[config.mk]
export PLATFORM = sky130hd
export DESIGN_NAME = acg_clock_gen
export DESIGN_NICKNAME = d
export VERILOG_FILES = /design/src/acg_pkg.sv /design/src/acg_pin_sync.sv /design/src/acg_rate_div.sv /design/src/acg_clock_gen.sv
export SDC_FILE = /design/constraint.sdc
export NUM_CORES = 1
export LEC_CHECK = 0
export BUFFER_PORTS_ARGS = -buffer_cell sky130_fd_sc_hd__buf_2
export CORE_MARGIN = 8
export CORE_UTILIZATION = 60
export CTS_BUF_LIST = sky130_fd_sc_hd__clkbuf_8
export CTS_CLUSTER_DIAMETER = 50
export CTS_CLUSTER_SIZE = 14
export DETAILED_ROUTE_END_ITERATION = 10
export PLACE_DENSITY = 0.76
export SYNTH_ARGS = -nofsm -noshare
export SYNTH_HDL_FRONTEND = slang
export SYNTH_SLANG_ARGS = --single-unit
export TNS_END_PERCENT = 30
[constraint.sdc]
create_clock -name i_clk_sys -period 18.9 [get_ports i_clk_sys]
set_input_delay 1.89 -clock i_clk_sys [delete_from_list [all_inputs] [get_ports i_clk_sys]]
set_output_delay 1.89 -clock i_clk_sys [all_outputs]
set_load 0.03 [all_outputs]
[src/acg_pkg.sv]
// Shared constants for the audio converter clock generator of one partition.
// Assumes every user includes this file first and names items as acg_pkg::name.
package acg_pkg;

	// ==========================================================================
	// Register map.
	localparam logic [7:0] REG_CLK_SRC_SEL_ADDR = 8'h66;
	localparam logic [7:0] REG_CLK_SRC_SEL_RESET = 8'h00;
	localparam int DIV_SRC_MSB = 7;
	localparam int DIV_SRC_LSB = 6;
	localparam int LOOP_SRC_MSB = 5;
	localparam int LOOP_SRC_LSB = 4;
	localparam logic [7:0] REG_CLK_SRC_SEL_MASK = 8'hF0;

	// ==========================================================================
	// Source selector encodings.
	localparam logic [1:0] SRC_MASTER_CLOCK = 2'h0;
	localparam logic [1:0] SRC_BIT_CLOCK = 2'h1;
	localparam logic [1:0] SRC_AUX_PIN_TWO = 2'h2;

	// ==========================================================================
	// Divider and loop figures.
	localparam int REF_PER_MASTER = 256;
	localparam int DIV_REF_FACTOR = 128;
	localparam int LOOP_REF_FACTOR = 2048;
	localparam int LOOP_PER_MASTER = LOOP_REF_FACTOR / REF_PER_MASTER;
	localparam int FRAC_SCALE = 10000;
	localparam int FRAC_MAX = 9999;
	localparam int BASE_DIV_MIN = 2;
	localparam int BASE_DIV_MAX = 17;
	localparam int FRONT_DIV_MIN = 1;
	localparam int FRONT_DIV_MAX = 8;
	localparam int LOOP_GAIN_MIN = 1;
	localparam int LOOP_GAIN_MAX = 16;
	localparam int WHOLE_MULT_MIN = 1;
	localparam int WHOLE_MULT_MAX = 63;
	localparam int OUT_DIV_B_MIN = 2;
	localparam int OUT_DIV_B_MAX = 17;
	localparam int OUT_STEP_DIRECT = 2;
	localparam int OUT_STEP_LOOP = 4;

	// ==========================================================================
	// Rate divider, counted in half steps (2 means a ratio of 1, 12 means 6).
	localparam int RATE_HALF_MIN = 2;
	localparam int RATE_HALF_MAX = 12;
	localparam int RATE_HALF_FACTOR = REF_PER_MASTER / 2;
	localparam int RATE_PERIOD_W = 11;

endpackage

[src/acg_pin_sync.sv]
// Two-flop synchroniser with registered edge pulses for one external clock pin.
// Assumes the pin is asynchronous to i_clk_sys and toggles well below half its rate.
`timescale 1ns/1ps
`default_nettype none

module acg_pin_sync (
	// Clock and reset.
	input wire logic i_clk_sys,
	input wire logic i_srst,
	// Pin and decoded edges.
	input wire logic i_pin,
	output logic o_rise,
	output logic o_fall
);

	logic meta_ff;
	logic sync_ff;
	logic last_ff;
	logic rise_ff;
	logic fall_ff;
	logic nxt_rise;
	logic nxt_fall;

	// ==========================================================================
	// Edge decode looks only at the second and third stages, never the first.
	always_comb begin
		nxt_rise = sync_ff & ~last_ff;
		nxt_fall = ~sync_ff & last_ff;
	end

	// Registering stages; the first flop feeds nothing but the second.
	always_ff @(posedge i_clk_sys) begin
		if (i_srst) begin
			meta_ff <= 1'b0;
			sync_ff <= 1'b0;
			last_ff <= 1'b0;
			rise_ff <= 1'b0;
			fall_ff <= 1'b0;
		end else begin
			meta_ff <= i_pin;
			sync_ff <= meta_ff;
			last_ff <= sync_ff;
			rise_ff <= nxt_rise;
			fall_ff <= nxt_fall;
		end
	end

	assign o_rise = rise_ff;
	assign o_fall = fall_ff;

endmodule

`default_nettype wire

[src/acg_rate_div.sv]
// Converter sample-rate divider: turns master-clock ticks into sample ticks.
// Assumes i_tick is a one-cycle enable at 256 times the reference rate.
`timescale 1ns/1ps
`default_nettype none

module acg_rate_div (
	// Clock and reset.
	input wire logic i_clk_sys,
	input wire logic i_srst,
	// Configuration.
	input wire logic [3:0] i_half_steps,
	input wire logic i_double,
	// Timing.
	input wire logic i_run,
	input wire logic i_tick,
	output logic o_sample,
	output logic [acg_pkg::RATE_PERIOD_W-1:0] o_period
);

	localparam int W = acg_pkg::RATE_PERIOD_W;

	logic [W-1:0] cnt_ff;
	logic sample_ff;
	logic [W-1:0] period_ff;
	logic [W-1:0] nxt_cnt;
	logic nxt_sample;
	logic [W-1:0] nxt_period;
	logic [3:0] half_eff;
	logic [W-1:0] full;

	// ==========================================================================
	// Period is 128 master ticks per half step, halved in double-rate mode.
	// Out-of-range settings clamp, so a bad write never stalls the counter.
	always_comb begin
		half_eff = i_half_steps;
		if (half_eff < 4'(acg_pkg::RATE_HALF_MIN)) begin
			half_eff = 4'(acg_pkg::RATE_HALF_MIN);
		end
		if (half_eff > 4'(acg_pkg::RATE_HALF_MAX)) begin
			half_eff = 4'(acg_pkg::RATE_HALF_MAX);
		end
		full = W'(half_eff) * W'(acg_pkg::RATE_HALF_FACTOR);
		nxt_period = i_double ? (full >> 1) : full;
		nxt_cnt = cnt_ff;
		nxt_sample = 1'b0;
		if (!i_run) begin
			nxt_cnt = '0;
		end else if (i_tick) begin
			if (cnt_ff >= period_ff - W'(1)) begin
				nxt_cnt = '0;
				nxt_sample = 1'b1;
			end else begin
				nxt_cnt = cnt_ff + W'(1);
			end
		end
	end

	// State registers.
	always_ff @(posedge i_clk_sys) begin
		if (i_srst) begin
			cnt_ff <= '0;
			sample_ff <= 1'b0;
			period_ff <= W'(acg_pkg::RATE_HALF_MIN * acg_pkg::RATE_HALF_FACTOR);
		end else begin
			cnt_ff <= nxt_cnt;
			sample_ff <= nxt_sample;
			period_ff <= nxt_period;
		end
	end

	assign o_sample = sample_ff;
	assign o_period = period_ff;

endmodule

`default_nettype wire

[src/acg_clock_gen.sv]
// Clock generation for one converter partition: source muxes, integer divider,
// fractional loop, converter rate dividers, word clocks and auxiliary clock out.
// Assumes all external clocks are far slower than i_clk_sys; every derived clock
// except the toggled aux clock out is a one-cycle enable on i_clk_sys, and pin clocks toggle at most once a cycle.
`timescale 1ns/1ps
`default_nettype none

// Operation
// Sample rates 8 to 96 kHz, partitions asynchronous.
// Each partition has identical independent clock logic.
// DAC rate is reference over divider, optionally doubled.
// One reference rate, separate ADC and DAC dividers.
// Split rates: word pin DAC, aux one ADC.
// Converter master clock is 256 times reference.
// Master input feeds integer divider or loop.
// Divider mode: reference is source over 128 times base.
// Divider source chosen by register bits seven-six.
// Half-step divider needs even base, 39-53 kHz.
// Loop mode: source times ratio gain over 2048 front.
// Loop ratio is whole part plus four-digit fraction.
// Loop source chosen by register bits five-four.
// Loop input and output ranges kept by configurer.
// Loop keeps running and drives aux one when powered down.
// Loop clock out: two source ratio gain over divisors.
// Direct clock out: twice divider source over divisors.
// Shared word clock follows the faster converter rate.
// ADC divider mirrors DAC divider, applied independently.
// Loop output scaled to exactly 256 times reference.
module acg_clock_gen (
	// Clock and reset.
	input wire logic i_clk_sys,
	input wire logic i_srst,
	// External clock pins.
	input wire logic i_master_clock_in,
	input wire logic i_bit_clock_pin,
	input wire logic i_aux_pin_two,
	// Register port.
	input wire logic [7:0] i_reg_addr,
	input wire logic i_reg_wr,
	input wire logic [7:0] i_reg_wdata,
	output logic [7:0] o_reg_rdata,
	// Loop and divider configuration.
	input wire logic i_loop_en,
	input wire logic [3:0] i_front_div,
	input wire logic [4:0] i_loop_gain,
	input wire logic [5:0] i_whole_mult,
	input wire logic [13:0] i_frac_part,
	input wire logic [4:0] i_base_div,
	// Clock output configuration.
	input wire logic i_clock_out_select,
	input wire logic i_clock_out_en,
	input wire logic [1:0] i_out_div_a_sel,
	input wire logic [4:0] i_out_div_b,
	// Converter rate configuration.
	input wire logic [3:0] i_dac_rate_divider,
	input wire logic i_dac_double_rate,
	input wire logic [3:0] i_adc_rate_divider,
	input wire logic i_adc_double_rate,
	input wire logic i_split_word_clock,
	input wire logic i_codec_power_down,
	// Pins driven by the block.
	output logic o_aux_pin_one,
	output logic o_aux_pin_one_oe,
	output logic o_word_clock_pin,
	// Converter timing and status.
	output logic o_master_tick,
	output logic o_ref_tick,
	output logic o_dac_sample,
	output logic o_adc_sample,
	output logic o_loop_active
);

	localparam int POOL_W = 32;
	localparam int ACC_W = 9;
	localparam logic [POOL_W-1:0] POOL_SCALE = POOL_W'(acg_pkg::FRAC_SCALE);

	// ==========================================================================
	// Pin synchronisers.
	logic mclk_rise, mclk_fall, bclk_rise, bclk_fall, aux2_rise, aux2_fall;

	acg_pin_sync u_sync_mclk (
		.i_clk_sys(i_clk_sys),
		.i_srst(i_srst),
		.i_pin(i_master_clock_in),
		.o_rise(mclk_rise),
		.o_fall(mclk_fall)
	);

	acg_pin_sync u_sync_bclk (
		.i_clk_sys(i_clk_sys),
		.i_srst(i_srst),
		.i_pin(i_bit_clock_pin),
		.o_rise(bclk_rise),
		.o_fall(bclk_fall)
	);

	acg_pin_sync u_sync_aux2 (
		.i_clk_sys(i_clk_sys),
		.i_srst(i_srst),
		.i_pin(i_aux_pin_two),
		.o_rise(aux2_rise),
		.o_fall(aux2_fall)
	);

	// ==========================================================================
	// Register file.
	logic [7:0] src_sel_ff;
	logic [7:0] rdata_ff;
	logic [7:0] nxt_src_sel;
	logic [7:0] nxt_rdata;

	// Only the two selector fields are stored; the low nibble reads as zero.
	always_comb begin
		nxt_src_sel = src_sel_ff;
		if (i_reg_wr && i_reg_addr == acg_pkg::REG_CLK_SRC_SEL_ADDR) begin
			nxt_src_sel = i_reg_wdata & acg_pkg::REG_CLK_SRC_SEL_MASK;
		end
		nxt_rdata = (i_reg_addr == acg_pkg::REG_CLK_SRC_SEL_ADDR) ? src_sel_ff : 8'h00;
	end

	always_ff @(posedge i_clk_sys) begin
		if (i_srst) begin
			src_sel_ff <= acg_pkg::REG_CLK_SRC_SEL_RESET;
			rdata_ff <= 8'h00;
		end else begin
			src_sel_ff <= nxt_src_sel;
			rdata_ff <= nxt_rdata;
		end
	end

	// ==========================================================================
	// Source selection and setting clamps.
	logic [1:0] div_src;
	logic [1:0] loop_src;
	logic div_edge;
	logic loop_rise;
	logic [4:0] q_eff;
	logic [3:0] p_eff;
	logic [4:0] r_eff;
	logic [5:0] j_eff;
	logic [13:0] d_eff;
	logic [4:0] n_eff;
	logic [ACC_W-1:0] mn;
	logic [POOL_W-1:0] loop_inc;

	// Divider source counts both edges so odd base values stay exact.
	always_comb begin
		div_src = src_sel_ff[acg_pkg::DIV_SRC_MSB:acg_pkg::DIV_SRC_LSB];
		loop_src = src_sel_ff[acg_pkg::LOOP_SRC_MSB:acg_pkg::LOOP_SRC_LSB];
		unique case (div_src)
			acg_pkg::SRC_BIT_CLOCK: div_edge = bclk_rise | bclk_fall;
			acg_pkg::SRC_AUX_PIN_TWO: div_edge = aux2_rise | aux2_fall;
			default: div_edge = mclk_rise | mclk_fall;
		endcase
		unique case (loop_src)
			acg_pkg::SRC_BIT_CLOCK: loop_rise = bclk_rise;
			acg_pkg::SRC_AUX_PIN_TWO: loop_rise = aux2_rise;
			default: loop_rise = mclk_rise;
		endcase
		q_eff = i_base_div;
		if (q_eff < 5'(acg_pkg::BASE_DIV_MIN)) q_eff = 5'(acg_pkg::BASE_DIV_MIN);
		if (q_eff > 5'(acg_pkg::BASE_DIV_MAX)) q_eff = 5'(acg_pkg::BASE_DIV_MAX);
		p_eff = i_front_div;
		if (p_eff < 4'(acg_pkg::FRONT_DIV_MIN)) p_eff = 4'(acg_pkg::FRONT_DIV_MIN);
		if (p_eff > 4'(acg_pkg::FRONT_DIV_MAX)) p_eff = 4'(acg_pkg::FRONT_DIV_MAX);
		r_eff = i_loop_gain;
		if (r_eff < 5'(acg_pkg::LOOP_GAIN_MIN)) r_eff = 5'(acg_pkg::LOOP_GAIN_MIN);
		if (r_eff > 5'(acg_pkg::LOOP_GAIN_MAX)) r_eff = 5'(acg_pkg::LOOP_GAIN_MAX);
		j_eff = i_whole_mult;
		if (j_eff < 6'(acg_pkg::WHOLE_MULT_MIN)) j_eff = 6'(acg_pkg::WHOLE_MULT_MIN);
		d_eff = i_frac_part;
		if (d_eff > 14'(acg_pkg::FRAC_MAX)) d_eff = 14'(acg_pkg::FRAC_MAX);
		n_eff = i_out_div_b;
		if (n_eff < 5'(acg_pkg::OUT_DIV_B_MIN)) n_eff = 5'(acg_pkg::OUT_DIV_B_MIN);
		if (n_eff > 5'(acg_pkg::OUT_DIV_B_MAX)) n_eff = 5'(acg_pkg::OUT_DIV_B_MAX);
		mn = ACC_W'(n_eff) << i_out_div_a_sel;
		// Ratio in units of 1/10000, times the loop gain.
		loop_inc = (POOL_W'(j_eff) * POOL_SCALE + POOL_W'(d_eff)) * POOL_W'(r_eff);
	end

	// ==========================================================================
	// Loop, integer divider, reference counter and clock-out divider; one set per partition.
	logic [3:0] pre_cnt_ff, nxt_pre_cnt;
	logic [POOL_W-1:0] pool_ff, nxt_pool;
	logic [2:0] loop_cnt_ff, nxt_loop_cnt;
	logic [4:0] int_cnt_ff, nxt_int_cnt;
	logic [7:0] ref_cnt_ff, nxt_ref_cnt;
	logic mtick_ff, nxt_mtick;
	logic rtick_ff, nxt_rtick;
	logic [ACC_W-1:0] od_acc_ff, nxt_od_acc;
	logic out_clk_ff, nxt_out_clk;
	logic loop_act_ff, nxt_loop_act;
	logic pre_edge;
	logic loop_tick;
	logic [ACC_W-1:0] od_step;
	logic [ACC_W-1:0] od_sum;

	// The loop is modelled as a credit pool: each front-divided source edge adds
	// the scaled ratio, and one loop tick drains per cycle. Average rate is exact,
	// but a loop output above the system clock rate cannot be represented.
	always_comb begin
		nxt_pre_cnt = pre_cnt_ff;
		pre_edge = 1'b0;
		if (!i_loop_en) begin
			nxt_pre_cnt = '0;
		end else if (loop_rise) begin
			if (pre_cnt_ff >= p_eff - 4'(1)) begin
				nxt_pre_cnt = '0;
				pre_edge = 1'b1;
			end else begin
				nxt_pre_cnt = pre_cnt_ff + 4'(1);
			end
		end
		loop_tick = i_loop_en && (pool_ff >= POOL_SCALE);
		nxt_pool = pool_ff + (pre_edge ? loop_inc : '0) - (loop_tick ? POOL_SCALE : '0);
		if (!i_loop_en) begin
			nxt_pool = '0;
		end
		nxt_loop_cnt = loop_tick ? loop_cnt_ff + 3'(1) : loop_cnt_ff;
		if (!i_loop_en) begin
			nxt_loop_cnt = '0;
		end
		// Integer path: 256Q source edges per 256 master ticks means one every Q.
		nxt_int_cnt = int_cnt_ff;
		nxt_mtick = 1'b0;
		if (i_loop_en) begin
			nxt_int_cnt = '0;
			// Eight loop ticks per master tick gives exactly 256 per reference.
			nxt_mtick = loop_tick && (loop_cnt_ff == 3'(acg_pkg::LOOP_PER_MASTER - 1));
		end else if (div_edge) begin
			if (int_cnt_ff >= q_eff - 5'(1)) begin
				nxt_int_cnt = '0;
				nxt_mtick = 1'b1;
			end else begin
				nxt_int_cnt = int_cnt_ff + 5'(1);
			end
		end
		// Converter timing stops when powered down; the loop carries on.
		if (i_codec_power_down) begin
			nxt_mtick = 1'b0;
		end
		nxt_ref_cnt = ref_cnt_ff;
		nxt_rtick = 1'b0;
		if (i_codec_power_down) begin
			nxt_ref_cnt = '0;
		end else if (mtick_ff) begin
			nxt_ref_cnt = ref_cnt_ff + 8'(1);
			nxt_rtick = (ref_cnt_ff == 8'(acg_pkg::REF_PER_MASTER - 1));
		end
		// Clock-out divider: toggles at step/(M*N) of its input tick rate.
		if (i_clock_out_select) begin
			od_step = div_edge ? ACC_W'(acg_pkg::OUT_STEP_DIRECT) : '0;
		end else begin
			od_step = loop_tick ? ACC_W'(acg_pkg::OUT_STEP_LOOP) : '0;
		end
		od_sum = od_acc_ff + od_step;
		nxt_od_acc = od_sum;
		nxt_out_clk = out_clk_ff;
		if (!i_clock_out_select && !i_loop_en) begin
			nxt_od_acc = '0;
			nxt_out_clk = 1'b0;
		end else if (od_sum >= mn) begin
			nxt_od_acc = od_sum - mn;
			nxt_out_clk = ~out_clk_ff;
		end
		nxt_loop_act = i_loop_en;
	end

	always_ff @(posedge i_clk_sys) begin
		if (i_srst) begin
			pre_cnt_ff <= '0;
			pool_ff <= '0;
			loop_cnt_ff <= '0;
			int_cnt_ff <= '0;
			ref_cnt_ff <= '0;
			mtick_ff <= 1'b0;
			rtick_ff <= 1'b0;
			od_acc_ff <= '0;
			out_clk_ff <= 1'b0;
			loop_act_ff <= 1'b0;
		end else begin
			pre_cnt_ff <= nxt_pre_cnt;
			pool_ff <= nxt_pool;
			loop_cnt_ff <= nxt_loop_cnt;
			int_cnt_ff <= nxt_int_cnt;
			ref_cnt_ff <= nxt_ref_cnt;
			mtick_ff <= nxt_mtick;
			rtick_ff <= nxt_rtick;
			od_acc_ff <= nxt_od_acc;
			out_clk_ff <= nxt_out_clk;
			loop_act_ff <= nxt_loop_act;
		end
	end

	// ==========================================================================
	// Converter rate dividers share one master tick but count independently.
	logic dac_sample, adc_sample;
	logic [acg_pkg::RATE_PERIOD_W-1:0] dac_period, adc_period;

	acg_rate_div u_dac_div (
		.i_clk_sys(i_clk_sys),
		.i_srst(i_srst),
		.i_half_steps(i_dac_rate_divider),
		.i_double(i_dac_double_rate),
		.i_run(~i_codec_power_down),
		.i_tick(mtick_ff),
		.o_sample(dac_sample),
		.o_period(dac_period)
	);

	acg_rate_div u_adc_div (
		.i_clk_sys(i_clk_sys),
		.i_srst(i_srst),
		.i_half_steps(i_adc_rate_divider),
		.i_double(i_adc_double_rate),
		.i_run(~i_codec_power_down),
		.i_tick(mtick_ff),
		.o_sample(adc_sample),
		.o_period(adc_period)
	);

	// ==========================================================================
	// Pin outputs.
	logic wclk_ff, nxt_wclk;
	logic aux1_ff, nxt_aux1;
	logic aux1_oe_ff, nxt_aux1_oe;
	logic dac_s_ff, adc_s_ff;

	// Shared word clock follows the shorter period; in split mode the word pin
	// carries DAC frames and aux one carries ADC frames on the same bit clock.
	always_comb begin
		if (i_split_word_clock) begin
			nxt_wclk = dac_sample;
			nxt_aux1 = adc_sample;
			nxt_aux1_oe = 1'b1;
		end else begin
			nxt_wclk = (adc_period < dac_period) ? adc_sample : dac_sample;
			nxt_aux1 = i_clock_out_en & out_clk_ff;
			nxt_aux1_oe = i_clock_out_en;
		end
	end

	always_ff @(posedge i_clk_sys) begin
		if (i_srst) begin
			wclk_ff <= 1'b0;
			aux1_ff <= 1'b0;
			aux1_oe_ff <= 1'b0;
			dac_s_ff <= 1'b0;
			adc_s_ff <= 1'b0;
		end else begin
			wclk_ff <= nxt_wclk;
			aux1_ff <= nxt_aux1;
			aux1_oe_ff <= nxt_aux1_oe;
			dac_s_ff <= dac_sample;
			adc_s_ff <= adc_sample;
		end
	end

	assign o_reg_rdata = rdata_ff;
	assign o_aux_pin_one = aux1_ff;
	assign o_aux_pin_one_oe = aux1_oe_ff;
	assign o_word_clock_pin = wclk_ff;
	assign o_master_tick = mtick_ff;
	assign o_ref_tick = rtick_ff;
	assign o_dac_sample = dac_s_ff;
	assign o_adc_sample = adc_s_ff;
	assign o_loop_active = loop_act_ff;

endmodule

`default_nettype wire

==> results.ini, run 1 <==
[critical_path]
crit_path_max_incr_delay_ps=810
crit_path_max_fanout=12
ff2ff_path_depth=19
worstReg2RegEnd=pool_ff[31]
path_common_cell=inv_1
crit_family=adder cells
crit_cells=39
critPathArrivalTime_ps=12280
crit_required_ps=19230
rrSetupSlack_ps=13330
cp-end-kind=register
r2r-start=pool_ff[26]
critPathKind=input pin to register
crit_slowest_cell=o311ai_1
crit_path_start=i_whole_mult[4]
critPathLaunchType=input pin
path_buf_inv=9
endpoint=pool_ff[30]

[clock_network]
cts_setup_buffers=0
post_cts_resized=0
clk_latency_ps=440
cts_tree=yes
cts_sinks=127
postCtsHoldBufs=0
clk_pin_slew_ps=80
cts-root-buf=clkbuf_8
htree_levels=4
clock_path_buffers=2
cts_buffers=17

[yosys]
synth_cell_type_count=77
ys_ff_latch=127
avgSynthCellArea_um2=7.94
yosys_warnings=0
syn_inst=1676
seq_area_frac_synth_pct=19.1
syn-cell-area_um2=13300
synth_edf_count=0
synth_ff_type=dfxtp_1
async_flop_share_pct=0

[global_routing]
grt_overflow=0
grt_pass1_vias=11135
grt_pass1_wl_mm=50.1
antenna_found_initial=0
grt_usage_pct=21.8
grt_max_degree=41

[floorplan]
dieArea_um2=27200
rows=54
coreArea_um2=21800
dieHeight_um=165
start_util_pct=61.0
die_width_um=165
io_pins=94

[drt]
via_per_inst=5.72
via_count=11619
dr.max_layer_used=met4
ant_nets=0
drcViolationCount=0
wl_met3_mm=1.14
finalWirelength_mm=28.9
dr.first_iter.drc_count=784
wl_met1_mm=13.8
wire_per_inst_um=14.2
dr.pass1.iters=5
wl_met2_mm=13.6

[cells_and_area]
syn2layout_area_growth_pct=7.78
layout_commonest_cell=nor2_1
layout_common_cells=nor2_1 (189), inv_1 (185), ha_1 (174)
antennaDiodeCount=0
drive_gt1_share_pct=8.74
fin_util_pct=65.7
finalNetCount=2063

[sta]
fmax_ghz=0.0837
worst_pin_slew_ps=929
whs_ps=407
setup_viol_count_final=0
period_minus_slack_ps=11950
hold_viol_final=0
max_slew_margin_pct=37.1
skew_ps=18.4
slew_viol_final=0
rsz0062_at_grt=false
fin_setup_tns_ps=0
fin_crit_sh_pct=63.2

[pwr]
p_leak_uw=0.00677
ir_drop_mv=0.127
power.total_uw=2190
p_per_area_nw_per_um2=153

[outcome]
status=finished clean

[worst_hold_path]
worst_hold_path_type=register to register

[place]
gp_congestion=0.898
dp_hpwl_mm=23.3
port_buffers=85

[flow_run]
drv_cap=0

## flip-flops by register name (all words and copies together) (netlist names), 3 cells and up
register	count
od_acc_ff	9
o_reg_rdata	4
u_adc_div.o_period	5
pool_ff	32
u_adc_div.cnt_ff	11
src_sel_ff	4
ref_cnt_ff	8
pre_cnt_ff	4
loop_cnt_ff	3
u_dac_div.cnt_ff	11
u_dac_div.o_period	5
int_cnt_ff	5
## synth_stat cells (21+ instances only)
cell	number	area, um2
a21oi_1	93	465
o21a_1	21	158
mux2i_1	23	230
a21o_1	34	255
nand2b_1	27	169
ha_1	174	2180
o21ai_0	57	285
nor3_1	47	235
nand2_1	135	507
fa_1	73	1460
dfxtp_1	127	2540
nor2_1	189	709
inv_1	185	694
clkbuf_1	45	169
and2_1	21	131
xor2_1	43	377
nor2b_1	37	231
nand3_1	48	240
xnor2_1	49	429
nand4_1	35	219
## stage by stage
stage	setup WS, ps	area [um2]	instances
after floorplan	7690	13300	1684
after global routing	6340	14300	2031
after global placement	6810	13900	1999
after detailed placement	6670	13900	1999
final	6950	14300	2031
after CTS	7100	14300	2031
## area by class of cell
cell class	instances	area, um2
Multi-Input combinational cell	1312	9850
Fill cell	1884	7480
Sequential cell	127	2540
Inverter	188	706
Timing Repair Buffer	92	478
Tap cell	280	350
Clock buffer	18	248
Clock inverter	14	170
## logic make-up (layout without fill, tap and decap cells)
kind of cell / after synthesis / in the layout / synth area share (%)
AOI/OAI and AO/OA: 323 / 323 / 16.0
DFF: 127 / 127 / 19.1
and+or+nand+nor: 616 / 616 / 22.5
muxes: 24 / 24 / 1.81
other: 2 / 10 / 0.0564
buffers and inverters: 245 / 312 / 7.11
adders and majority gates: 247 / 247 / 27.3
xor gates and xnor gates: 92 / 92 / 6.05
## worst min-delay path by stage
stage,from,end,slack (ps),depth (start not counted)
2_1_floorplan,u_sync_aux2.last_ff,u_sync_aux2.o_rise,380,1
3_3_place_gp,u_sync_aux2.last_ff,u_sync_aux2.o_rise,390,1
3_5_place_dp,u_sync_mclk.last_ff,u_sync_mclk.o_rise,390,1
4_1_cts,u_sync_mclk.sync_ff,u_sync_mclk.o_fall,410,1
5_1_grt,u_sync_bclk.sync_ff,u_sync_bclk.o_fall,420,1
6_report,u_sync_mclk.last_ff,u_sync_mclk.o_rise,410,1
## power by group
part           leakage [uW]  internal [uW]  total, uW  switching [uW]
clock network      0.000213            126        252             125
registers           0.00103            307        330            23.6
logic               0.00552            651       1610             959
## per-layer routing
| layer | track usage [%] | up-vias |
|---|---|---|
| met5 | 0 | - |
| met4 | 4.10 | 0 |
| met3 | 3.14 | 26 |
| met2 | 36.5 | 218 |
| met1 | 29.6 | 5510 |
| li1 | - | 5865 |
No activity file was read; power rests on OpenSTA's default activity.
==> run 2, diff against run 1 <==
ABC_AREA = 1   (was default)
CORE_UTILIZATION = 58   (was 60)
PLACE_DENSITY = 0.77   (was 0.76)
clock period = 10.9 ns   (was 18.9 ns; I/O delays follow)
==> results.ini, run 2 <==
[yosys]
netlist.top_cell.by_area=dfxtp_1  ; unchanged
synth_top_area_share_pct=18.5  ; was 19.1%
async_flop_share_pct=0  ; unchanged
syn-cell-area_um2=13700  ; was 13,300 um2
synth_ff_type=dfxtp_1  ; unchanged
synth_common_cells=nand2_1 (435), inv_1 (382), nor2_1 (254)  ; was nor2_1 (189), inv_1 (185), ha_1 (174)
synth_cell_type_count=50  ; was 77
avgSynthCellArea_um2=6.71  ; was 7.94 um2
synth_edf_count=0  ; unchanged
syn_inst=2044  ; was 1,676
synth.area.top_cells=dfxtp_1 (19%), ha_1 (16%), nand2_1 (12%), fa_1 (11%), inv_1 (10%)  ; was dfxtp_1 (19%), ha_1 (16%), fa_1 (11%), nor2_1 (5.3%), inv_1 (5.2%)
yosys_warnings=0  ; unchanged
yosysMostFrequentCell=nand2_1  ; was nor2_1
seq_area_frac_synth_pct=18.5  ; was 19.1%
ys_ff_latch=127  ; unchanged

[pwr]
power_switching_uw=2140  ; was 1110 uW
clkPwrFrac_pct=11.7  ; was 11.5%
internal-power_uw=1750  ; was 1080 uW
swShare_pct=55.0  ; was 50.5%
p_per_area_nw_per_um2=261  ; was 153 nW/um2
combPwrFrac_pct=74.2  ; was 73.5%
pwr-share-seq_pct=14.2  ; was 15.1%
p_leak_uw=0.00783  ; was 0.00677 uW
ir_drop_mv=0.151  ; was 0.127 mV

[sta]
fmax_ghz=0.103
setup_viol_count_final=0  ; unchanged
skew_ps=12.3  ; was 18.4 ps
worst_pin_slew_ps=938  ; was 929 ps
hold_viol_final=0  ; unchanged
fin_setup_tns_ps=0  ; unchanged
period_minus_slack_ps=9700
max_slew_margin_pct=37.2  ; was 37.1%
slew_viol_final=0  ; unchanged
fin_crit_sh_pct=89.0
rsz0062_at_grt=false  ; unchanged

[cells_and_area]
fillers=2118  ; was 1,884
fin_util_pct=63.8  ; was 65.7%
drive_gt1_share_pct=8.48  ; was 8.74%
layout_common_cells=nand2_1 (435), inv_1 (383), nor2_1 (254)  ; was nor2_1 (189), inv_1 (185), ha_1 (174)
antennaDiodeCount=0  ; unchanged
layout_commonest_cell=nand2_1  ; was nor2_1
finalNetCount=2457  ; was 2,063
largest_register_ff_count=32  ; unchanged
syn2layout_area_growth_pct=8.55  ; was 7.78%
reg.largest.list=pool_ff (32), u_adc_div.cnt_ff (11), u_dac_div.cnt_ff (11)  ; unchanged
largest-register=pool_ff  ; unchanged

[critical_path]
cp-end-kind=register  ; unchanged
worstReg2RegEnd=pool_ff[29]  ; was pool_ff[31]
critPathLaunchType=input pin  ; unchanged
crit_required_ps=11250  ; was 19,230 ps
crit_path_max_fanout=5  ; was 12
critPathArrivalTime_ps=10040  ; was 12,280 ps
crit_path_max_incr_delay_ps=550  ; was 810 ps
crit_path_start=i_whole_mult[4]  ; unchanged
rrSetupSlack_ps=6690  ; was 13,330 ps
critPathKind=input pin to register  ; unchanged
endpoint=pool_ff[31]  ; was pool_ff[30]
r2r-start=src_sel_ff[4]  ; was pool_ff[26]
crit_slowest_cell=fa_1  ; was o311ai_1
ff2ff_path_depth=22  ; was 19

[drt]
via_count=12743  ; was 11.6k
wire_per_inst_um=12.5  ; was 14.2 um
dr.pass1.iters=5  ; unchanged
dr.first_iter.drc_count=770  ; was 784
drcViolationCount=0  ; unchanged
via_per_inst=5.17  ; was 5.72
ant_nets=0  ; unchanged
finalWirelength_mm=30.8  ; was 28.9 mm

[global_routing]
grt_pass1_wl_mm=53.5  ; was 50.1 mm
grt.busiest_layer=met2  ; unchanged
grt_util_met2_pct=38.6  ; was 36.5%
grt_max_degree=33  ; was 41
grt_use_met1_pct=27.2  ; was 29.6%
grt_usage_pct=22.0  ; was 21.8%
grt_pass1_vias=12297  ; was 11.1k
met3_usage_pct=2.95  ; was 3.14%
grt_overflow=0  ; unchanged
antenna_found_initial=0  ; unchanged

[clock_network]
clock_path_buffers=2  ; unchanged
cts-root-buf=clkbuf_8  ; unchanged
cts_buffers=17  ; unchanged
cts_sinks=127  ; unchanged
clk_latency_ps=450  ; was 440 ps
cts_setup_buffers=0  ; unchanged
post_cts_resized=0  ; unchanged
htree_levels=4  ; unchanged
clk_pin_slew_ps=80  ; about the same
postCtsHoldBufs=0  ; unchanged
cts_tree=yes  ; unchanged

[floorplan]
dieArea_um2=28800  ; was 27,200 um2
start_util_pct=58.7  ; was 61.0%
io_pins=94  ; unchanged
coreArea_um2=23300  ; was 21,800 um2
die_width_um=170  ; was 165 um
rows=56  ; was 54
dieHeight_um=170  ; was 165 um

[flow_run]
drv_cap=0  ; unchanged

[worst_hold_path]
worst_hold_path_type=register to register  ; unchanged
hold_depth=2  ; was 1

[place]
gp_congestion=0.913  ; was 0.898
port_buffers=85  ; unchanged
dp_hpwl_mm=25.7  ; was 23.3 mm

[outcome]
status=finished clean  ; unchanged

-- run 2: cell types whose count changed after synthesis, sizes merged, moves of 27 or more --
cell / change
a21o: -30
a21oi: +58
clkbuf: -30
inv: +204
nand2: +314
nand2b: -27
nand3: +46
nor2: +75
nor2b: -37
xnor2: -35
-- run 2: cells by family (layout without fill, tap and decap cells) --
group | after synthesis | after routing | synth area share, %
XOR/XNOR | 49 | 49 | 3.24
AO/OA/AOI/OAI | 277 | 277 | 10.9
other | 2 | 10 | 0.0548
adder cells (fa/ha/maj) | 247 | 247 | 26.5
buffers and inverters | 417 | 510 | 11.6
AND/OR/NAND/NOR | 925 | 925 | 29.1
flip-flops | 127 | 127 | 18.5
-- run 2: area by class of cell --
type                       instances  area, um2  share of cell area, %
timing repair buffer              87        440                   2.96
clock inverter                    14        181                   1.22
clock buffer                      18        248                   1.66
sequential                       127       2540                   17.1
inverter                         391       1470                   9.86
tap                              319        399                   2.68
multi-input combinational       1508       9600                   64.5
-- run 2: power groups by stage --
| stage | logic, uW | clock network [uW] | registers, uW |
|---|---|---|---|
| finish | 2880 | 453 | 550 |
| detailed placement | 2830 | 0 | 561 |
| global placement | 2790 | 0 | 559 |
| global route | 3330 | 483 | 556 |
| floorplan | 2230 | 0 | 556 |
| CTS | 2860 | 460 | 550 |
-- run 2: worst max-delay path: cells and delay by family --
family | cells | cell delay [ps]
adder cells (fa/ha/maj) | 12 | 4730
AO/OA/AOI/OAI | 3 | 590
AND/OR/NAND/NOR | 24 | 2930
buffers and inverters | 9 | 720
-- run 2: worst min path at each step --
stage                             start             endpoint
floorplan           u_sync_aux2.meta_ff  u_sync_aux2.sync_ff
global placement    u_sync_bclk.meta_ff  u_sync_bclk.sync_ff
detailed placement  u_sync_bclk.meta_ff  u_sync_bclk.sync_ff
CTS                 u_sync_aux2.meta_ff  u_sync_aux2.sync_ff
global route        u_sync_bclk.meta_ff  u_sync_bclk.sync_ff
finish              u_sync_bclk.meta_ff  u_sync_bclk.sync_ff
-- run 2: stage by stage --
| stage | worst slack, ps | area [um2] | hold WS [ps] | cells | power (uW) |
|---|---|---|---|---|---|
| final | 1200 | 14900 | 412 | 2464 | 3880 |
| after global routing | 734 | 14900 | 418 | 2464 | 4370 |
| after CTS | 1340 | 14900 | 415 | 2464 | 3870 |
| after detailed placement | 865 | 14500 | 403 | 2432 | 3390 |
| after global placement | 1030 | 14500 | 390 | 2432 | 3340 |
| after floorplan | 2130 | 13700 | 388 | 2052 | 2780 |
-- run 2: metal layers --
layer	up-vias	share of wire, %
met2	287	48
met4	0	2.5
li1	6642	-
met1	5766	46
met5	-	0
met3	48	4.1
